<file path="config.mk">
export PLATFORM = sky130hd
export DESIGN_NAME = cnb_bus
export DESIGN_NICKNAME = d
export VERILOG_FILES = /design/src/hdl/cnb_pkg.sv /design/src/hdl/cnb_sync.sv /design/src/hdl/cnb_bus.sv
export VERILOG_INCLUDE_DIRS = /design/src /design/src/hdl
export SDC_FILE = /design/constraint.sdc
export NUM_CORES = 1
export LEC_CHECK = 0
export BUFFER_PORTS_ARGS = -buffer_cell sky130_fd_sc_hd__buf_2
export CAP_MARGIN = 10
export CELL_PAD_IN_SITES_DETAIL_PLACEMENT = 0
export CELL_PAD_IN_SITES_GLOBAL_PLACEMENT = 1
export CORE_ASPECT_RATIO = 0.9
export CORE_UTILIZATION = 40
export CTS_CLUSTER_DIAMETER = 80
export CTS_CLUSTER_SIZE = 8
export DETAILED_ROUTE_END_ITERATION = 10
export PLACE_DENSITY = 0.73
export SYNTH_ARGS = -nofsm -noshare
export SYNTH_HDL_FRONTEND = slang
export SYNTH_HIERARCHICAL = 1
export SYNTH_SLANG_ARGS = --single-unit
</file>
<file path="constraint.sdc">
create_clock -name clk_i -period 5.25 [get_ports clk_i]
set_clock_uncertainty 0.15 [all_clocks]
set_input_delay 1.3125 -clock clk_i [delete_from_list [all_inputs] [get_ports clk_i]]
set_output_delay 1.3125 -clock clk_i [all_outputs]
set_load 0.05 [all_outputs]
</file>
<file path="src/hdl/cnb_regs.svh">
/*
 constants of the non-pipelined bus cycle sequencer: reset values of the pins,
 halt and shutdown byte enables, operand masks and cycle-definition codes.
 assumes it is included by cnb_pkg users with a plain `include.
*/
`ifndef CNB_REGS_SVH
`define CNB_REGS_SVH

`define CNB_RST_ADDR 30'h3fffffff
`define CNB_RST_BE_N 4'h0
`define CNB_HALT_BE_N 4'hb
`define CNB_SHUT_BE_N 4'he
`define CNB_MASK_BYTE 8'h01
`define CNB_MASK_WORD 8'h03
`define CNB_MASK_DWORD 8'h0f
`define CNB_MASK_ONE 8'h01
`define CNB_ADDR_ZERO 30'h00000000

// cycle definition {space, data_control, direction, lock_n}
`define CNB_RST_DEF 4'h5
`define CNB_DEF_INTA 4'h0
`define CNB_DEF_IORD 4'h5
`define CNB_DEF_IOWR 4'h7
`define CNB_DEF_CODE 4'h9
`define CNB_DEF_HALT 4'hb
`define CNB_DEF_LMRD 4'hc
`define CNB_DEF_MRD 4'hd
`define CNB_DEF_LMWR 4'he
`define CNB_DEF_MWR 4'hf

`endif

</file>
<file path="src/hdl/cnb_pkg.sv">
/*
 types of the non-pipelined bus cycle sequencer: bus states, cycle types,
 operand sizes and the packed state records of both modules.
 assumes nothing beyond a SystemVerilog compiler.
*/
package cnb_pkg;

   typedef enum logic [3:0] {
      bs_idle = 4'h1,
      bs_addr = 4'h2,
      bs_xfer = 4'h4,
      bs_hold = 4'h8
   } cnb_bus_state_t;

   typedef enum logic [3:0] {
      ct_mem_rd = 4'h0,
      ct_mem_wr = 4'h1,
      ct_lmem_rd = 4'h2,
      ct_lmem_wr = 4'h3,
      ct_io_rd = 4'h4,
      ct_io_wr = 4'h5,
      ct_inta = 4'h6,
      ct_halt = 4'h7,
      ct_shut = 4'h8,
      ct_code_rd = 4'h9
   } cnb_cyc_t;

   typedef enum logic [1:0] {
      sz_byte = 2'h0,
      sz_word = 2'h1,
      sz_dword = 2'h2
   } cnb_size_t;

   typedef struct packed {
      logic [35:0] s1;
      logic [35:0] s2;
   } cnb_sync_state_t;

   typedef struct packed {
      cnb_bus_state_t bs;
      logic ph;
      logic busy;
      cnb_cyc_t typ;
      logic [1:0] off;
      logic sec;
      logic [29:0] adr;
      logic [7:0] msk;
      logic [3:0] ln;
      logic nar;
      logic [63:0] wdat;
      logic [63:0] rdat;
      logic wr_hold;
      logic na_seen;
      logic pipe;
      logic ads_n;
      logic [29:0] a;
      logic [3:0] be_n;
      logic [3:0] def;
      logic [31:0] dout;
      logic oe_n;
      logic grant;
      logic rsp_v;
      logic [31:0] rsp_d;
   } cnb_state_t;

endpackage

</file>
<file path="src/hdl/cnb_sync.sv">
/*
 two-flop synchroniser for the 36 pin inputs of the bus sequencer.
 assumes the pins are asynchronous to clk_i; only s2 is read outside.
*/
`timescale 1ns/100ps
`default_nettype none

module cnb_sync
   import cnb_pkg::*;
(
   input wire logic clk_i,
   input wire logic sys_rst_i,
   input wire logic [35:0] pins_i,
   output logic [35:0] pins_o
);

   cnb_sync_state_t st;
   cnb_sync_state_t next_st;

   always_comb begin
      next_st.s1 = pins_i;
      next_st.s2 = st.s1;
      if (sys_rst_i) begin
         next_st = '0;
      end
   end

   always_ff @(posedge clk_i) begin
      st <= next_st;
   end

   assign pins_o = st.s2;

endmodule

`default_nettype wire

</file>
<file path="src/hdl/cnb_bus.sv">
/*
 non-pipelined local bus cycle sequencer: takes operand requests, splits them
 into bus cycles, runs address, transfer, idle and hold states, two clk_i
 periods per bus state.
 assumes clk_i is the double-rate bus clock and all pins are asynchronous.
*/
// Contract
// - data bus is 32 bits, or 16 bits while narrow select is asserted
// - device drives data only in writes, system only in reads
// - every cycle starts with address strobe and fresh cycle definition
// - a cycle ends only on ready from the system
// - no pending request means idle, seen only as missing address strobes
// - a bus state lasts two double-rate clock periods, transfer needs two
// - address, definition and strobe become valid in phase one of address state
// - ready is ignored at the end of address state
// - read ready in transfer state captures data lines and ends cycle
// - write data is driven from phase two of address state
// - write data stays through phase one of the next state
// - transfer state repeats as wait state until ready is seen
// - four states; one address state, always followed by transfer state
// - unacknowledged transfer state without next address repeats transfer state
// - after ready go to address state if request pending, else idle
// - hold request, when grantable, enters hold state with hold grant
// - after reset and idle, cycles use non-pipelined address timing
// - address and definition stay valid through every wait state
// - bytes, words, double words at any alignment, split where needed
// - memory, locked, I/O, halt, shutdown and locked interrupt acknowledge cycles
// - cycle definition codes on space, data control, direction and lock
// - halt and shutdown drive address zero and fixed byte enables
// - next address sampled at phase one of transfer state, used in waits
`timescale 1ns/100ps
`default_nettype none
`include "cnb_regs.svh"

module cnb_bus
   import cnb_pkg::*;
(
   input wire logic clk_i,
   input wire logic sys_rst_i,
   input wire logic req_valid_i,
   output logic req_ready_o,
   input wire cnb_cyc_t req_type_i,
   input wire cnb_size_t req_size_i,
   input wire logic [31:0] req_addr_i,
   input wire logic [31:0] req_wdata_i,
   output logic rsp_valid_o,
   output logic [31:0] rsp_rdata_o,
   output logic address_strobe_n_o,
   output logic [29:0] upper_address_lines_o,
   output logic [3:0] byte_enables_n_o,
   output logic space_select_o,
   output logic data_control_select_o,
   output logic direction_select_o,
   output logic lock_n_o,
   input wire logic [31:0] data_lines_i,
   output logic [31:0] data_lines_o,
   output logic data_lines_oe_n_o,
   input wire logic ready_n_i,
   input wire logic next_address_request_n_i,
   input wire logic narrow_width_select_n_i,
   input wire logic hold_request_i,
   output logic hold_grant_o,
   output logic pipeline_entry_o
);

   cnb_state_t st;
   cnb_state_t next_st;
   logic [35:0] pins_s;
   logic rdy;
   logic na_act;
   logic hold_s;
   logic nar_s;
   logic [31:0] din;
   logic ack;
   logic last;
   logic [3:0] left;

   cnb_sync u_sync (
      .clk_i(clk_i),
      .sys_rst_i(sys_rst_i),
      .pins_i({ready_n_i, next_address_request_n_i, hold_request_i,
               narrow_width_select_n_i, data_lines_i}),
      .pins_o(pins_s)
   );

   assign rdy = ~pins_s[35];
   assign na_act = ~pins_s[34];
   assign hold_s = pins_s[33];
   assign nar_s = ~pins_s[32];
   assign din = pins_s[31:0];

   function automatic logic [3:0] cyc_def(input cnb_cyc_t t);
      case (t)
         ct_mem_rd: cyc_def = `CNB_DEF_MRD;
         ct_mem_wr: cyc_def = `CNB_DEF_MWR;
         ct_lmem_rd: cyc_def = `CNB_DEF_LMRD;
         ct_lmem_wr: cyc_def = `CNB_DEF_LMWR;
         ct_io_rd: cyc_def = `CNB_DEF_IORD;
         ct_io_wr: cyc_def = `CNB_DEF_IOWR;
         ct_inta: cyc_def = `CNB_DEF_INTA;
         ct_code_rd: cyc_def = `CNB_DEF_CODE;
         default: cyc_def = `CNB_DEF_HALT;
      endcase
   endfunction

   // lanes of the current double word served by one cycle
   function automatic logic [3:0] pick_lanes(input logic [3:0] m, input logic nar);
      if (!nar) begin
         pick_lanes = m;
      end else if (m[1:0] != 2'h0) begin
         pick_lanes = {2'h0, m[1:0]};
      end else begin
         pick_lanes = {m[3:2], 2'h0};
      end
   endfunction

   // enter address state for the next piece of the held operand
   function automatic cnb_state_t launch(input cnb_state_t s, input logic nar);
      cnb_state_t r;
      logic [3:0] l;
      r = s;
      l = pick_lanes(s.msk[3:0], nar);
      r.bs = bs_addr;
      r.ads_n = 1'b0;
      r.nar = nar;
      r.ln = l;
      r.def = cyc_def(s.typ);
      if (s.typ == ct_halt || s.typ == ct_shut) begin
         r.a = `CNB_ADDR_ZERO;
         r.be_n = (s.typ == ct_halt) ? `CNB_HALT_BE_N : `CNB_SHUT_BE_N;
      end else begin
         r.a = s.adr;
         r.be_n = ~l;
      end
      launch = r;
   endfunction

   // write word of the current piece; a narrow upper half is mirrored onto the low lanes
   function automatic logic [31:0] lane_data(input cnb_state_t s);
      logic [31:0] w;
      w = s.sec ? s.wdat[63:32] : s.wdat[31:0];
      lane_data = (s.nar && s.ln[1:0] == 2'h0) ? {w[31:16], w[31:16]} : w;
   endfunction

   assign ack = st.bs == bs_xfer && st.ph && rdy;
   assign left = st.msk[3:0] & ~st.ln;
   assign last = left == 4'h0 && (st.sec || st.msk[7:4] == 4'h0);
   assign req_ready_o = !st.busy || (ack && last);

   always_comb begin
      logic [63:0] sh;
      sh = '0;
      next_st = st;
      next_st.ph = ~st.ph;
      next_st.rsp_v = 1'b0;
      next_st.pipe = 1'b0;
      if (!st.ph) begin
         if (st.wr_hold) begin
            next_st.oe_n = 1'b1;
            next_st.wr_hold = 1'b0;
         end
         if (st.bs == bs_addr && st.def[1]) begin
            next_st.oe_n = 1'b0;
            // loaded here, not at launch, so the previous write keeps its hold time
            next_st.dout = lane_data(st);
         end
         if (st.bs == bs_xfer) begin
            next_st.na_seen = na_act;
         end
      end
      if (ack) begin
         for (int i = 0; i < 4; i++) begin
            if (st.ln[i] && !st.def[1]) begin
               next_st.rdat[(st.sec ? 32 : 0) + 8 * i +: 8] =
                  (st.nar && st.ln[1:0] == 2'h0) ? din[8 * (i & 1) +: 8] : din[8 * i +: 8];
            end
         end
         if (st.def[1]) begin
            next_st.wr_hold = 1'b1;
         end
         next_st.msk[3:0] = left;
         if (last) begin
            sh = next_st.rdat >> {st.off, 3'b000};
            next_st.busy = 1'b0;
            next_st.rsp_v = 1'b1;
            next_st.rsp_d = sh[31:0];
         end else if (left == 4'h0) begin
            next_st.sec = 1'b1;
            next_st.adr = st.adr + 30'h1;
            next_st.msk = {4'h0, st.msk[7:4]};
         end
      end
      if (req_valid_i && req_ready_o) begin
         next_st.busy = 1'b1;
         next_st.typ = req_type_i;
         next_st.off = req_addr_i[1:0];
         next_st.adr = req_addr_i[31:2];
         next_st.sec = 1'b0;
         next_st.rdat = '0;
         next_st.wdat = {32'h0, req_wdata_i} << {req_addr_i[1:0], 3'b000};
         if (req_type_i == ct_halt || req_type_i == ct_shut) begin
            next_st.msk = `CNB_MASK_ONE;
         end else if (req_size_i == sz_byte) begin
            next_st.msk = `CNB_MASK_BYTE << req_addr_i[1:0];
         end else if (req_size_i == sz_word) begin
            next_st.msk = `CNB_MASK_WORD << req_addr_i[1:0];
         end else begin
            next_st.msk = `CNB_MASK_DWORD << req_addr_i[1:0];
         end
      end
      if (st.ph) begin
         case (st.bs)
            bs_idle: begin
               if (hold_s) begin
                  next_st.bs = bs_hold;
                  next_st.grant = 1'b1;
               end else if (next_st.busy) begin
                  next_st = launch(next_st, nar_s);
               end
            end
            bs_hold: begin
               if (!hold_s) begin
                  next_st.bs = bs_idle;
                  next_st.grant = 1'b0;
               end
            end
            bs_addr: begin
               next_st.bs = bs_xfer;
               next_st.ads_n = 1'b1;
            end
            bs_xfer: begin
               if (!rdy) begin
                  next_st.bs = bs_xfer;
                  next_st.pipe = st.na_seen;
               // a write never enters hold directly; it goes to address or idle state for its data hold
               end else if (hold_s && last && !st.def[1]) begin
                  next_st.bs = bs_hold;
                  next_st.grant = 1'b1;
               end else if (next_st.busy) begin
                  next_st = launch(next_st, nar_s);
               end else begin
                  next_st.bs = bs_idle;
               end
            end
            default: begin
               next_st.bs = bs_idle;
            end
         endcase
      end
      if (sys_rst_i) begin
         next_st = '0;
         next_st.bs = bs_idle;
         next_st.typ = ct_mem_rd;
         next_st.ads_n = 1'b1;
         next_st.a = `CNB_RST_ADDR;
         next_st.be_n = `CNB_RST_BE_N;
         next_st.def = `CNB_RST_DEF;
         next_st.oe_n = 1'b1;
      end
   end

   always_ff @(posedge clk_i) begin
      st <= next_st;
   end

   assign rsp_valid_o = st.rsp_v;
   assign rsp_rdata_o = st.rsp_d;
   assign address_strobe_n_o = st.ads_n;
   assign upper_address_lines_o = st.a;
   assign byte_enables_n_o = st.be_n;
   assign space_select_o = st.def[3];
   assign data_control_select_o = st.def[2];
   assign direction_select_o = st.def[1];
   assign lock_n_o = st.def[0];
   assign data_lines_o = st.dout;
   assign data_lines_oe_n_o = st.oe_n;
   assign hold_grant_o = st.grant;
   assign pipeline_entry_o = st.pipe;
endmodule

`default_nettype wire

</file>
==> reports/results.ini <==
[synthesis]
yosysUniqueCellTypes = 73
ys_ff_latch = 348
syn_avg_cell_area_sq_um = 9.05
yosysTopAreaCell = dfxtp_1
yosysWarnings = 6
synth_top_area_share_pct = 42.4
netlist_instances = 1816
synthTopCellsByArea = dfxtp_1 (42%), buf_4 (6.4%), mux2i_1 (6.2%)
synth_edf_count = 0
seq_area_frac_synth_pct = 42.4
syn_nets = 1926
async_reset_ff_share_pct = 0
post_synth_instance_area_sq_um = 16400
synth_top_flop_cell = dfxtp_1

[clocking]
numCtsBuffers = 49
root_buffer = clkbuf_16
htree_levels = 2
cts_resized = 0
cts_setup_buffers = 0
clockBufferDepth = 3
postCtsHoldBufs = 0
clk_latency_ps = 590
clock_sink_count = 348
cts.reportedPaths.clkPinSlew_ps = 50
cts_tree = yes

[route]
antenna_left = 0
first_iter_violations = 1027
viasPerCell = 5.48
dr.pass1.iters = 10
wl_per_cell_um = 19.3
drt-total-wl_um = 46000
vias = 13100
route.detailed.drc = 4

[grt]
grt_use_total_pct = 21.5
overflow = 0
antenna_found_initial = 1
grt_pass1_wl_um = 71400
grt_max_degree = 86
grt_pass1_vias = 12300

[critical_path]
crit_fanout = 10
worst-path-buf-inv = 2
worstPathCellList = nor3_1 -> nor2_1 -> o31a_1 -> inv_1 -> buf_2
crit_family = simple AND/OR/NAND/NOR gates
cp.arrival_ps = 2630
worstSetupEndpointType = primary output
crit_slowest_cell = nor3_1
start_kind = register
rrSetupSlack_ps = 1570
critical_path.max_stage_delay_ps = 500
required_ps = 3790
crit_type = register to primary output

[power_and_ir_drop]
swShare_pct = 26.5
p_sw_w = 0.00167
power_density_nw_per_um2 = 348
p_leak_nw = 6.89
p_int_w = 0.00463
irDropWorstVdd_uv = 219
p_seq_share_pct = 45.3
p_comb_share_pct = 10.3
clock_power_share_pct = 44.4

[die]
rows = 70
die_w_um = 216
core_sq_um = 40600
initial_core_util_pct = 40.5
io_pins = 217
die_area_sq_um = 41900
die_h_um = 194

[sta]
fin_crit_ps = 4100
worstMarginPinSlew_ps = 1200
rsz0062_at_grt = no
finalCritPeriodShare_pct = 78.0
fmax_ghz = 0.244
slew_headroom_pct = 20.3
setup_slack_ps = 1150
slew_violations = 0
finalHoldViolations = 0
finalSetupTns_ps = 0
setup_viol = 0

[final_layout]
n_fill_cell = 4009
seqCellArea_sq_um = 6970
syn_to_final_growth_pct = 9.97
multi_input_area_sq_um = 7760
final_nets = 1950
drive_above_1_share_pct = 20.9

[flow_run]
drv_cap = 0

[placed_design]
gp_congestion = 0.869
numPortBuffers = 216
detailed_place_hpwl_um = 32000
preCtsSetupSlack_ps = 1430

[hold_path]
hold_class = register to register

[status]
status = complete, but fails checks
violations = DRC

## synthesized netlist by cell type (all sizes together) (15+ instances only)
cell / n
dfxtp: 348
inv: 24
nand4: 17
nor2: 165
mux2: 33
clkbuf: 83
mux4: 30
nand3: 37
a22o: 16
nor4: 15
nor2b: 82
o21ai: 72
buf: 184
nand2: 183
nor3: 36
a21oi: 122
mux2i: 103
a211oi: 43
and2: 25
## worst reg2reg max path, cell delays in order (launching register included)
cell and delay, ps:
dfxtp_1 510, or4b_1 650, nor3_4 310, buf_4 480, a41oi_4 240, mux2i_1 280, nor3b_2 730, a221o_1 260
## metal layers
metal | vias to the layer above | track usage (%) | part of all wire (%)
li1 | 6320 | - | -
met1 | 6289 | 31.7 | 49
met2 | 405 | 31.4 | 42
met3 | 61 | 4.10 | 6.5
met4 | 0 | 6.88 | 2.4
met5 | - | 0 | 0
## final cells by class
type	count	area share [%]
Clock inverter	4	0.360
Clock buffer	50	6.81
Sequential cell	348	38.6
Timing Repair Buffer	240	7.01
Multi-Input combinational cell	1176	43.0
Inverter	25	0.519
Antenna cell	2	0.0277
Tap cell	540	3.74
## registers in the layout, summed over array words and instances (netlist names)
signal and flops:
data_lines_o 32, lock_n_o 1, st 169, hold_grant_o 1, pipeline_entry_o 1, direction_select_o 1, upper_address_lines_o 30, address_strobe_n_o 1
u_sync/st 36, rsp_valid_o 1, byte_enables_n_o 4, u_sync/pins_o 36, rsp_rdata_o 32, space_select_o 1, data_control_select_o 1, data_lines_oe_n_o 1
## kinds of logic after synthesis
family | share of synthesized area [%]
buffers and inverters | 10.5
xor gates and xnor gates | 0.586
DFF | 42.4
and+or+nand+nor | 18.3
muxes | 12.7
adders and majority gates | 0.0761
AOI/OAI and AO/OA | 15.5
## stage by stage
stage | hold WS (ps) | std cells | util [%] | total power [W] | area (sq um)
after CTS | 261 | 2383 | 44.6 | 0.00638 | 18100
after global placement | 252 | 2329 | 41.4 | 0.00355 | 16800
after global routing | 295 | 2383 | 44.6 | 0.00653 | 18100
final | 263 | 2385 | 44.6 | 0.00630 | 18100
after detailed placement | 262 | 2329 | 41.4 | 0.00355 | 16800
after floorplan | 264 | 1816 | - | 0.00339 | 16400
## cells in the final DEF (no fill, tap or decap), types with 25 or more instances in the layout
cell type  instances
nor3_1            32
and2_1            25
nor2b_1           82
o21ai_0           71
nand2_1          182
a211oi_1          43
clkbuf_16         49
dfxtp_1          345
nand3_1           36
mux2_2            33
a21oi_1          122
buf_2            215
mux4_2            30
nor2_1           164
mux2i_1          102
## path summary, 6_finish.rpt
kind,to,cells past startpoint,from
worst max-delay path,req_ready_o,5,st[246]
worst min-delay path,st[107],1,u_sync/pins_o[34]
worst max register to register,upper_address_lines_o[11],7,st[291]
worst min register to register,st[107],1,u_sync/pins_o[34]
## power groups by stage
stage          registers [W]  clock network (W)  logic [W]
2_1_floorplan        0.00286                  0   0.000531
3_3_place_gp         0.00290                  0   0.000647
3_5_place_dp         0.00290                  0   0.000652
4_1_cts              0.00285            0.00287   0.000653
5_1_grt              0.00286            0.00296   0.000706
6_report             0.00285            0.00280   0.000652
(Power assumes the default switching activity.)
